`src/common/phy_status_pkg.sv`:
```
// Constants shared by the status summary register bank.
// Assumes a 32-bit AXI4-Lite register bus and one 10 MHz clock.
package phy_status_pkg;

    // ************************************************************
    // Register map (byte addresses)
    // ************************************************************
    localparam logic [7:0] SUMMARY_OFS  = 8'h10;  // Status summary word
    localparam logic [7:0] IRQ_STAT_OFS = 8'h20;  // Sticky event bits, W1C
    localparam logic [7:0] IRQ_MASK_OFS = 8'h24;  // Event enables

    // ************************************************************
    // Summary word bit positions
    // ************************************************************
    localparam int SUM_W          = 16;  // Summary register width
    localparam int SUM_RSVD_BIT   = 15;  // Reserved, reads zero
    localparam int SUM_XOVER_BIT  = 14;  // Pairs swapped
    localparam int SUM_RXERR_BIT  = 13;  // Receive error latch
    localparam int SUM_POL_BIT    = 12;  // Inverted polarity
    localparam int SUM_FC_BIT     = 11;  // False carrier latch
    localparam int SUM_SD_BIT     = 10;  // Signal detect, latch low
    localparam int SUM_LOCK_BIT   = 9;   // Descrambler lock, latch low
    localparam int SUM_PAGE_BIT   = 8;   // Page received
    localparam int SUM_INT_BIT    = 7;   // Interrupt pending
    localparam int SUM_RF_BIT     = 6;   // Remote fault

    // ************************************************************
    // Latch-high flag indices and event bit indices
    // ************************************************************
    localparam int LH_N      = 6;  // Number of latch-high flags
    localparam int LH_RXERR  = 0;  // Receive error
    localparam int LH_POL    = 1;  // Polarity inverted
    localparam int LH_FC     = 2;  // False carrier
    localparam int LH_PAGE   = 3;  // Page received
    localparam int LH_INT    = 4;  // Interrupt pending
    localparam int LH_RF     = 5;  // Remote fault
    localparam int EV_N      = 8;  // Number of interrupt events
    localparam int EV_SDLOST = 6;  // Signal detect dropped
    localparam int EV_LKLOST = 7;  // Descrambler lock dropped

    // ************************************************************
    // Bus encodings and reset values
    // ************************************************************
    localparam logic [1:0]      RESP_OKAY   = 2'h0;   // Normal answer
    localparam logic [1:0]      RESP_SLVERR = 2'h2;   // Unmapped address
    localparam logic [EV_N-1:0] MASK_RST    = 8'h00;  // All events masked
    localparam logic [31:0]     DATA_ZERO   = 32'h0000_0000;

endpackage : phy_status_pkg

```
`src/sticky_flag.sv`:
```
// Bank of sticky flags: a set pulse raises a flag, a clear pulse drops it.
// Assumes set and clear come from logic on the same clock as the bank.
`timescale 1ns/100ps
`default_nettype none

module sticky_flag #(
    parameter int N = 6  // Number of flags
) (
    input  wire logic         aclk,
    input  wire logic         aresetn,
    input  wire logic         ce,
    input  wire logic [N-1:0] set,
    input  wire logic [N-1:0] clr,
    output logic      [N-1:0] q
);

    // ************************************************************
    // One flip-flop per flag
    // ************************************************************
    genvar i;
    generate
        for (i = 0; i < N; i++) begin : g_flag
            // Set wins over a clear in the same cycle
            always_ff @(posedge aclk) begin
                if (!aresetn) begin
                    q[i] <= 1'b0;
                end else if (ce) begin
                    q[i] <= set[i] | (q[i] & ~clr[i]);
                end
            end
        end
    endgenerate

endmodule : sticky_flag

`default_nettype wire

```
`src/phy_status_summary_register.sv`:
```
// Status summary register of a 10/100 transceiver, with AXI4-Lite access.
// Assumes source flags, events and read pulses of the mirrored registers
// come from transceiver logic on aclk; aclk runs at 10 MHz.
//
// How it works
// - Top bit ignores writes, reads zero
// - Crossover bit one when pairs swapped
// - Crossover follows enable, force, live algorithm
// - Receive error latched until counter read
// - Polarity mirrored; summary read leaves it
// - False carrier latched until counter read
// - Signal detect reported with latch-low behaviour
// - Descrambler lock reported with latch-low behaviour
// - Page received kept across summary reads
// - Page received cleared by expansion read
// - Interrupt pending until status register read
// - Remote fault cleared by status read, reset
`timescale 1ns/100ps
`default_nettype none

module phy_status_summary_register
    import phy_status_pkg::*;
#(
    parameter int ADDR_W = 8  // AXI address width
) (
    input  wire logic              aclk,
    input  wire logic              aresetn,
    input  wire logic              ce,
    // AXI4-Lite write address
    input  wire logic [ADDR_W-1:0] awaddr,
    input  wire logic              awvalid,
    output logic                   awready,
    // AXI4-Lite write data
    input  wire logic [31:0]       wdata,
    input  wire logic [3:0]        wstrb,
    input  wire logic              wvalid,
    output logic                   wready,
    // AXI4-Lite write response
    output logic [1:0]             bresp,
    output logic                   bvalid,
    input  wire logic              bready,
    // AXI4-Lite read address
    input  wire logic [ADDR_W-1:0] araddr,
    input  wire logic              arvalid,
    output logic                   arready,
    // AXI4-Lite read data
    output logic [31:0]            rdata,
    output logic [1:0]             rresp,
    output logic                   rvalid,
    input  wire logic              rready,
    // Crossover control and state
    input  wire logic              auto_crossover_enable,
    input  wire logic              crossover_force,
    input  wire logic              mdix_swapped,
    // Transceiver events, one-cycle pulses
    input  wire logic              rx_error_event,
    input  wire logic              polarity_inverted_event,
    input  wire logic              false_carrier_event,
    input  wire logic              page_received_event,
    input  wire logic              internal_irq_event,
    input  wire logic              remote_fault_event,
    // Medium-dependent sublayer levels
    input  wire logic              signal_detect,
    input  wire logic              descrambler_lock,
    // Reads of the mirrored registers, one-cycle pulses
    input  wire logic              rx_error_counter_reg_rd,
    input  wire logic              tenbase_status_control_reg_rd,
    input  wire logic              false_carrier_counter_reg_rd,
    input  wire logic              autoneg_expansion_reg_rd,
    input  wire logic              interrupt_status_event_reg_rd,
    input  wire logic              basic_mode_status_reg_rd,
    // Interrupt output, level
    output logic                   irq
);

    // ************************************************************
    // Declarations
    // ************************************************************
    logic              wr_go;          // Write taken this cycle
    logic              rd_go;          // Read taken this cycle
    logic              summary_rd;     // Summary word read this cycle
    logic              xover_r;        // Crossover state
    logic              xover_nxt;      // Next crossover state
    logic              sd_ll_r;        // Signal detect, latch low
    logic              lock_ll_r;      // Descrambler lock, latch low
    logic [LH_N-1:0]   lh_set;         // Latch-high set pulses
    logic [LH_N-1:0]   lh_clr;         // Latch-high clear pulses
    logic [LH_N-1:0]   lh_q;           // Latch-high flags
    logic [EV_N-1:0]   ev_set;         // Interrupt event pulses
    logic [EV_N-1:0]   ev_clr;         // W1C clear pulses
    logic [EV_N-1:0]   irq_stat;       // Sticky event bits
    logic [EV_N-1:0]   irq_mask_r;     // Event enables
    logic [SUM_W-1:0]  summary;        // Assembled summary word
    logic [31:0]       rd_word;        // Read mux output
    logic [1:0]        rd_resp;        // Read mux answer

    // ************************************************************
    // Bus handshakes
    // ************************************************************
    // Address and data taken together, only when no answer is pending
    assign awready = ce & awvalid & wvalid & ~bvalid;
    assign wready  = awready;
    assign wr_go   = awready;
    assign arready = ce & ~rvalid;
    assign rd_go   = arready & arvalid;
    assign summary_rd = rd_go & (araddr == ADDR_W'(SUMMARY_OFS));

    // Write answer; the summary word takes no write
    always_ff @(posedge aclk) begin
        if (!aresetn) begin
            bvalid <= 1'b0;
            bresp  <= RESP_OKAY;
        end else if (ce) begin
            if (wr_go) begin
                bvalid <= 1'b1;
                // Summary and event registers answer OKAY
                if (awaddr == ADDR_W'(SUMMARY_OFS) ||
                    awaddr == ADDR_W'(IRQ_STAT_OFS) ||
                    awaddr == ADDR_W'(IRQ_MASK_OFS)) begin
                    bresp <= RESP_OKAY;
                end else begin
                    bresp <= RESP_SLVERR;
                end
            end else if (bready) begin
                bvalid <= 1'b0;
            end
        end
    end

    // Mask register, low byte lane only
    always_ff @(posedge aclk) begin
        if (!aresetn) begin
            irq_mask_r <= MASK_RST;
        end else if (ce && wr_go && wstrb[0] &&
                     awaddr == ADDR_W'(IRQ_MASK_OFS)) begin
            irq_mask_r <= wdata[EV_N-1:0];
        end
    end

    // W1C pulses for the event register
    always_comb begin
        ev_clr = '0;
        if (wr_go && wstrb[0] && awaddr == ADDR_W'(IRQ_STAT_OFS)) begin
            ev_clr = wdata[EV_N-1:0];
        end
    end

    // ************************************************************
    // Crossover status
    // ************************************************************
    // Forced swap, live algorithm state, or normal pairs
    always_comb begin
        if (crossover_force) begin
            xover_nxt = 1'b1;
        end else if (auto_crossover_enable) begin
            xover_nxt = mdix_swapped;
        end else begin
            xover_nxt = 1'b0;
        end
    end

    // Registered so the read word is glitch free
    always_ff @(posedge aclk) begin
        if (!aresetn) begin
            xover_r <= 1'b0;
        end else if (ce) begin
            xover_r <= xover_nxt;
        end
    end

    // ************************************************************
    // Latch-high flags
    // ************************************************************
    // Each flag raised by its event, dropped by its owner's read
    always_comb begin
        lh_set           = '0;
        lh_clr           = '0;
        lh_set[LH_RXERR] = rx_error_event;
        lh_clr[LH_RXERR] = rx_error_counter_reg_rd;
        lh_set[LH_POL]   = polarity_inverted_event;
        lh_clr[LH_POL]   = tenbase_status_control_reg_rd;
        lh_set[LH_FC]    = false_carrier_event;
        lh_clr[LH_FC]    = false_carrier_counter_reg_rd;
        lh_set[LH_PAGE]  = page_received_event;
        lh_clr[LH_PAGE]  = autoneg_expansion_reg_rd;
        lh_set[LH_INT]   = internal_irq_event;
        lh_clr[LH_INT]   = interrupt_status_event_reg_rd;
        lh_set[LH_RF]    = remote_fault_event;
        lh_clr[LH_RF]    = basic_mode_status_reg_rd;
    end

    // Flag bank; summary reads are not a clear source
    sticky_flag #(
        .N       (LH_N)
    ) u_latch_high (
        .aclk    (aclk),
        .aresetn (aresetn),
        .ce      (ce),
        .set     (lh_set),
        .clr     (lh_clr),
        .q       (lh_q)
    );

    // ************************************************************
    // Latch-low levels
    // ************************************************************
    // A drop is held until the summary is read, then the live level
    always_ff @(posedge aclk) begin
        if (!aresetn) begin
            sd_ll_r   <= 1'b0;
            lock_ll_r <= 1'b0;
        end else if (ce) begin
            if (summary_rd) begin
                sd_ll_r   <= signal_detect;
                lock_ll_r <= descrambler_lock;
            end else begin
                sd_ll_r   <= sd_ll_r & signal_detect;
                lock_ll_r <= lock_ll_r & descrambler_lock;
            end
        end
    end

    // ************************************************************
    // Interrupt events
    // ************************************************************
    // Latch-high events, plus a drop seen while the latch reads one
    always_comb begin
        ev_set            = '0;
        ev_set[LH_N-1:0]  = lh_set;
        ev_set[EV_SDLOST] = sd_ll_r & ~signal_detect;
        ev_set[EV_LKLOST] = lock_ll_r & ~descrambler_lock;
    end

    // Sticky event bits, write one to clear
    sticky_flag #(
        .N       (EV_N)
    ) u_event (
        .aclk    (aclk),
        .aresetn (aresetn),
        .ce      (ce),
        .set     (ev_set),
        .clr     (ev_clr),
        .q       (irq_stat)
    );

    // Level output while any enabled event is pending
    assign irq = |(irq_stat & irq_mask_r);

    // ************************************************************
    // Read path
    // ************************************************************
    // Assemble the summary word; unused low bits read zero
    always_comb begin
        summary                = '0;
        summary[SUM_RSVD_BIT]  = 1'b0;
        summary[SUM_XOVER_BIT] = xover_r;
        summary[SUM_RXERR_BIT] = lh_q[LH_RXERR];
        summary[SUM_POL_BIT]   = lh_q[LH_POL];
        summary[SUM_FC_BIT]    = lh_q[LH_FC];
        summary[SUM_SD_BIT]    = sd_ll_r;
        summary[SUM_LOCK_BIT]  = lock_ll_r;
        summary[SUM_PAGE_BIT]  = lh_q[LH_PAGE];
        summary[SUM_INT_BIT]   = lh_q[LH_INT];
        summary[SUM_RF_BIT]    = lh_q[LH_RF];
    end

    // Address decode for reads
    always_comb begin
        rd_word = DATA_ZERO;
        rd_resp = RESP_OKAY;
        if (araddr == ADDR_W'(SUMMARY_OFS)) begin
            rd_word[SUM_W-1:0] = summary;
        end else if (araddr == ADDR_W'(IRQ_STAT_OFS)) begin
            rd_word[EV_N-1:0] = irq_stat;
        end else if (araddr == ADDR_W'(IRQ_MASK_OFS)) begin
            rd_word[EV_N-1:0] = irq_mask_r;
        end else begin
            rd_resp = RESP_SLVERR;
        end
    end

    // Read answer one cycle after the address is taken
    always_ff @(posedge aclk) begin
        if (!aresetn) begin
            rvalid <= 1'b0;
            rdata  <= DATA_ZERO;
            rresp  <= RESP_OKAY;
        end else if (ce) begin
            if (rd_go) begin
                rvalid <= 1'b1;
                rdata  <= rd_word;
                rresp  <= rd_resp;
            end else if (rready) begin
                rvalid <= 1'b0;
            end
        end
    end
endmodule : phy_status_summary_register

`default_nettype wire

```
`config.mk`:
```
export PLATFORM = sky130hd
export DESIGN_NAME = phy_status_summary_register
export DESIGN_NICKNAME = d
export VERILOG_FILES = /design/src/common/phy_status_pkg.sv /design/src/sticky_flag.sv /design/src/phy_status_summary_register.sv
export SDC_FILE = /design/constraint.sdc
export NUM_CORES = 1
export LEC_CHECK = 0
export BUFFER_PORTS_ARGS = -buffer_cell sky130_fd_sc_hd__buf_4
export CORE_MARGIN = 5
export CORE_UTILIZATION = 47
export DETAILED_ROUTE_END_ITERATION = 10
export GPL_TIMING_DRIVEN = 1
export PLACE_DENSITY_LB_ADDON = 0.08
export SETUP_SLACK_MARGIN = 0.5
export SYNTH_ARGS = -nofsm -noshare
export SYNTH_HDL_FRONTEND = slang
export SYNTH_SLANG_ARGS = --single-unit
```
`constraint.sdc`:
```
create_clock -name aclk -period 3.3 [get_ports aclk]
set_input_delay 0 -clock aclk [delete_from_list [all_inputs] [get_ports aclk]]
set_output_delay 0 -clock aclk [all_outputs]
set_load 0.01 [all_outputs]
```
==> impl_metrics.env <==
export IMPL_outcome="completed"
export IMPL_initial_core_util_pct=47.5
export IMPL_synth_seq_area_share_pct=43.2
export IMPL_synth_top_family_by_area="simple AND/OR/NAND/NOR gates"
export IMPL_final_antenna_net_count=0
export IMPL_rsz0062_at_grt="no"
export IMPL_ys_top_cells_by_count="dfxtp_1 (44), nand2_1 (38), a21oi_1 (22)"
export IMPL_ys_flop_type="dfxtp_1"
export IMPL_dieArea_um2=5760
export IMPL_min_path_type="in2reg"
export IMPL_rows=24
export IMPL_post_route_min_period_ns=1.82
export IMPL_synth_seq_cells=44
export IMPL_synth_area_per_cell_um2=9.31
export IMPL_worstMarginPinSlew_ns=0.817
export IMPL_synth_cell_types=36
export IMPL_die_w_um=75.9
export IMPL_use_met2_pct=31.9
export IMPL_drc=0
export IMPL_num_antenna_cells=0
export IMPL_clock_path_buffers=2
export IMPL_place_area_um2=2530
export IMPL_postCtsResizedCells=0
export IMPL_gp_congestion=0.795
export IMPL_root_buffer="clkbuf_8"
export IMPL_drv_slew=0
export IMPL_syn_area_um2=2040
export IMPL_drv_cap=0
export IMPL_yosys_area_share_simple_pct=20.1
export IMPL_finalSetupTns_ns=0
export IMPL_synth_top_cell_by_area="dfxtp_1"
export IMPL_maxSlewHeadroom_pct=45.1
export IMPL_vias=1896
export IMPL_critPathKind="in2reg"
export IMPL_worst_ep_required_time_ns=3.52
export IMPL_synth_mux_area_fraction_pct=7.85
export IMPL_setup_violations=0
export IMPL_overflow=0
export IMPL_yosysMostFrequentCell="dfxtp_1"
export IMPL_die_h_um=75.9
export IMPL_async_flop_share_pct=0
export IMPL_fin_skew_ns=0.00228
export IMPL_portBuffers=72
export IMPL_coreArea_um2=4290
export IMPL_wl_per_cell_um=15.0
export IMPL_cts_sinks=44
export IMPL_fin_crit_sh_pct=55.2
export IMPL_finalInstanceArea_um2=2830
export IMPL_netlist_top_cells_area="dfxtp_1 (43%), mux2i_1 (7.9%), buf_4 (7.4%), nand2_1 (7.0%), a21oi_1 (5.4%)"
export IMPL_grt_first_pass_wirelength_um=8300
export IMPL_met3_usage_pct=4.62
export IMPL_wl_um=5400
export IMPL_worstPathArrival_ns=2.04
export IMPL_drtIter0Drc=77
export IMPL_hold_viol=0
export IMPL_antenna_found_initial=0
export IMPL_cts_tree="done"
export IMPL_drt_pass1_iterations=4
export IMPL_power_density_nw_per_um2=364
export IMPL_syn_inst=219
export IMPL_grt_use_met1_pct=24.1
export IMPL_synth_xor_xnor_area_share_pct=0
export IMPL_clk_pin_slew_ns=0.08
export IMPL_nNetsFinal=386
export IMPL_max_vdd_ir_drop_uv=238
export IMPL_grt_max_degree=31
export IMPL_busiest_layer="met2"
export IMPL_place_hpwl_um=3910
export IMPL_grt_pass1_vias=1784
export IMPL_power_leakage_uw=0.00124
export IMPL_cts_setup_buffers=0
export IMPL_max_freq_mhz=549
export IMPL_holdWs_ns=0.00936
export IMPL_synth_compound_area_share_pct=18.4
export IMPL_fin_util_pct=65.9
export IMPL_start_kind="primary input"
export IMPL_yosys_area_top_type_share_pct=43.2
export IMPL_clock_latency_ns=0.29
export IMPL_crit_fanout=8
export IMPL_drive_gt1_share_pct=28.8
export IMPL_power_total_uw=1030
export IMPL_synth_fa_ha_area_share_pct=0
export IMPL_area_growth_pct=38.8
export IMPL_via_per_inst=5.25
export IMPL_synth_edf_count=0
export IMPL_ios=119
export IMPL_end_kind="flop"
export IMPL_grt_usage_pct=19.1
export IMPL_synth_warnings=0
export IMPL_htreeDepth=2
export IMPL_cts_buffers=5
kinds of logic (layout without fill, tap and decap cells):
logic type | Yosys count | in the layout
and+or+nand+nor | 69 | 69
AOI/OAI and AO/OA | 54 | 54
DFF | 44 | 44
buffers and inverters | 35 | 107
muxes | 16 | 16
other | 1 | 19
power by group:
group / switching, µW / internal (µW) / total [µW] / leakage [µW]
combinational: 74.4 / 82.3 / 157 / 0.000845
clock: 177 / 143 / 320 / 0.0000400
sequential: 9.18 / 544 / 553 / 0.000358
sequential cells by signal, summed over array words and instances (netlist names):
name and flops:
bresp 1, bvalid 1, irq_mask_r 8, lock_ll_r 1, rdata 15, rresp 1, rvalid 1, sd_ll_r 1
u_event.q 8, u_latch_high.q 6, xover_r 1
per-stage QoR:
step / instances / setup WS, ns
final: 361 / 1.48
after floorplan: 237 / 1.75
after CTS: 361 / 1.46
after detailed placement: 332 / 1.50
after global placement: 332 / 1.54
after global routing: 361 / 1.37
what timing repair did:
action                     CTS  global route
setup endpoints to repair    0             0
hold buffers                22             0
hold endpoints to repair    26             0
cell usage in the layout (no fill, tap or decap), types with 6 or more instances in the layout:
cell type	n
dlygate4sd3_1	22
o2bb2ai_1	6
a22o_1	7
nand2_1	38
a21oi_1	22
a311oi_1	6
conb_1	19
dfxtp_1	44
mux2i_1	16
buf_4	73
worst max-delay path: stages:
cell           delay (ns)
dlygate4sd3_1        0.54
buf_4                0.14
or3b_2               0.46
nor4_4               0.63
mux2i_1              0.26
layer usage:
layer  part of all wire [%]  wire length, µm  vias to the layer above
met1                     44             2350                      889
met3                    8.2              442                       10
met4                    1.3               70                        0
li1                       -                -                      934
met5                      0                0                        -
met2                     47             2530                       63
area by class of cell:
| class | instances | area [µm²] |
|---|---|---|
| fill | 369 | 1460 |
| multi-input combinational | 158 | 1020 |
| sequential | 44 | 881 |
| timing repair buffer | 95 | 768 |
| clock buffer | 5 | 68.8 |
| tap | 52 | 65.1 |
| inverter | 5 | 18.8 |
| clock inverter | 2 | 12.5 |
worst paths after layout:
| check | from | endpoint | slack [ns] | cells after the start |
|---|---|---|---|---|
| worst max-delay path | awaddr[6] | irq_mask_r[5] | 1.48 | 5 |
| worst min register to register | u_latch_high.q[1] | u_latch_high.q[1] | 0.46 | 2 |
| worst max register to register | bvalid | irq_mask_r[5] | 1.49 | 3 |
| worst min-delay path | false_carrier_event | u_latch_high.q[2] | 0.009 | 3 |
(Power assumes the default switching activity.)
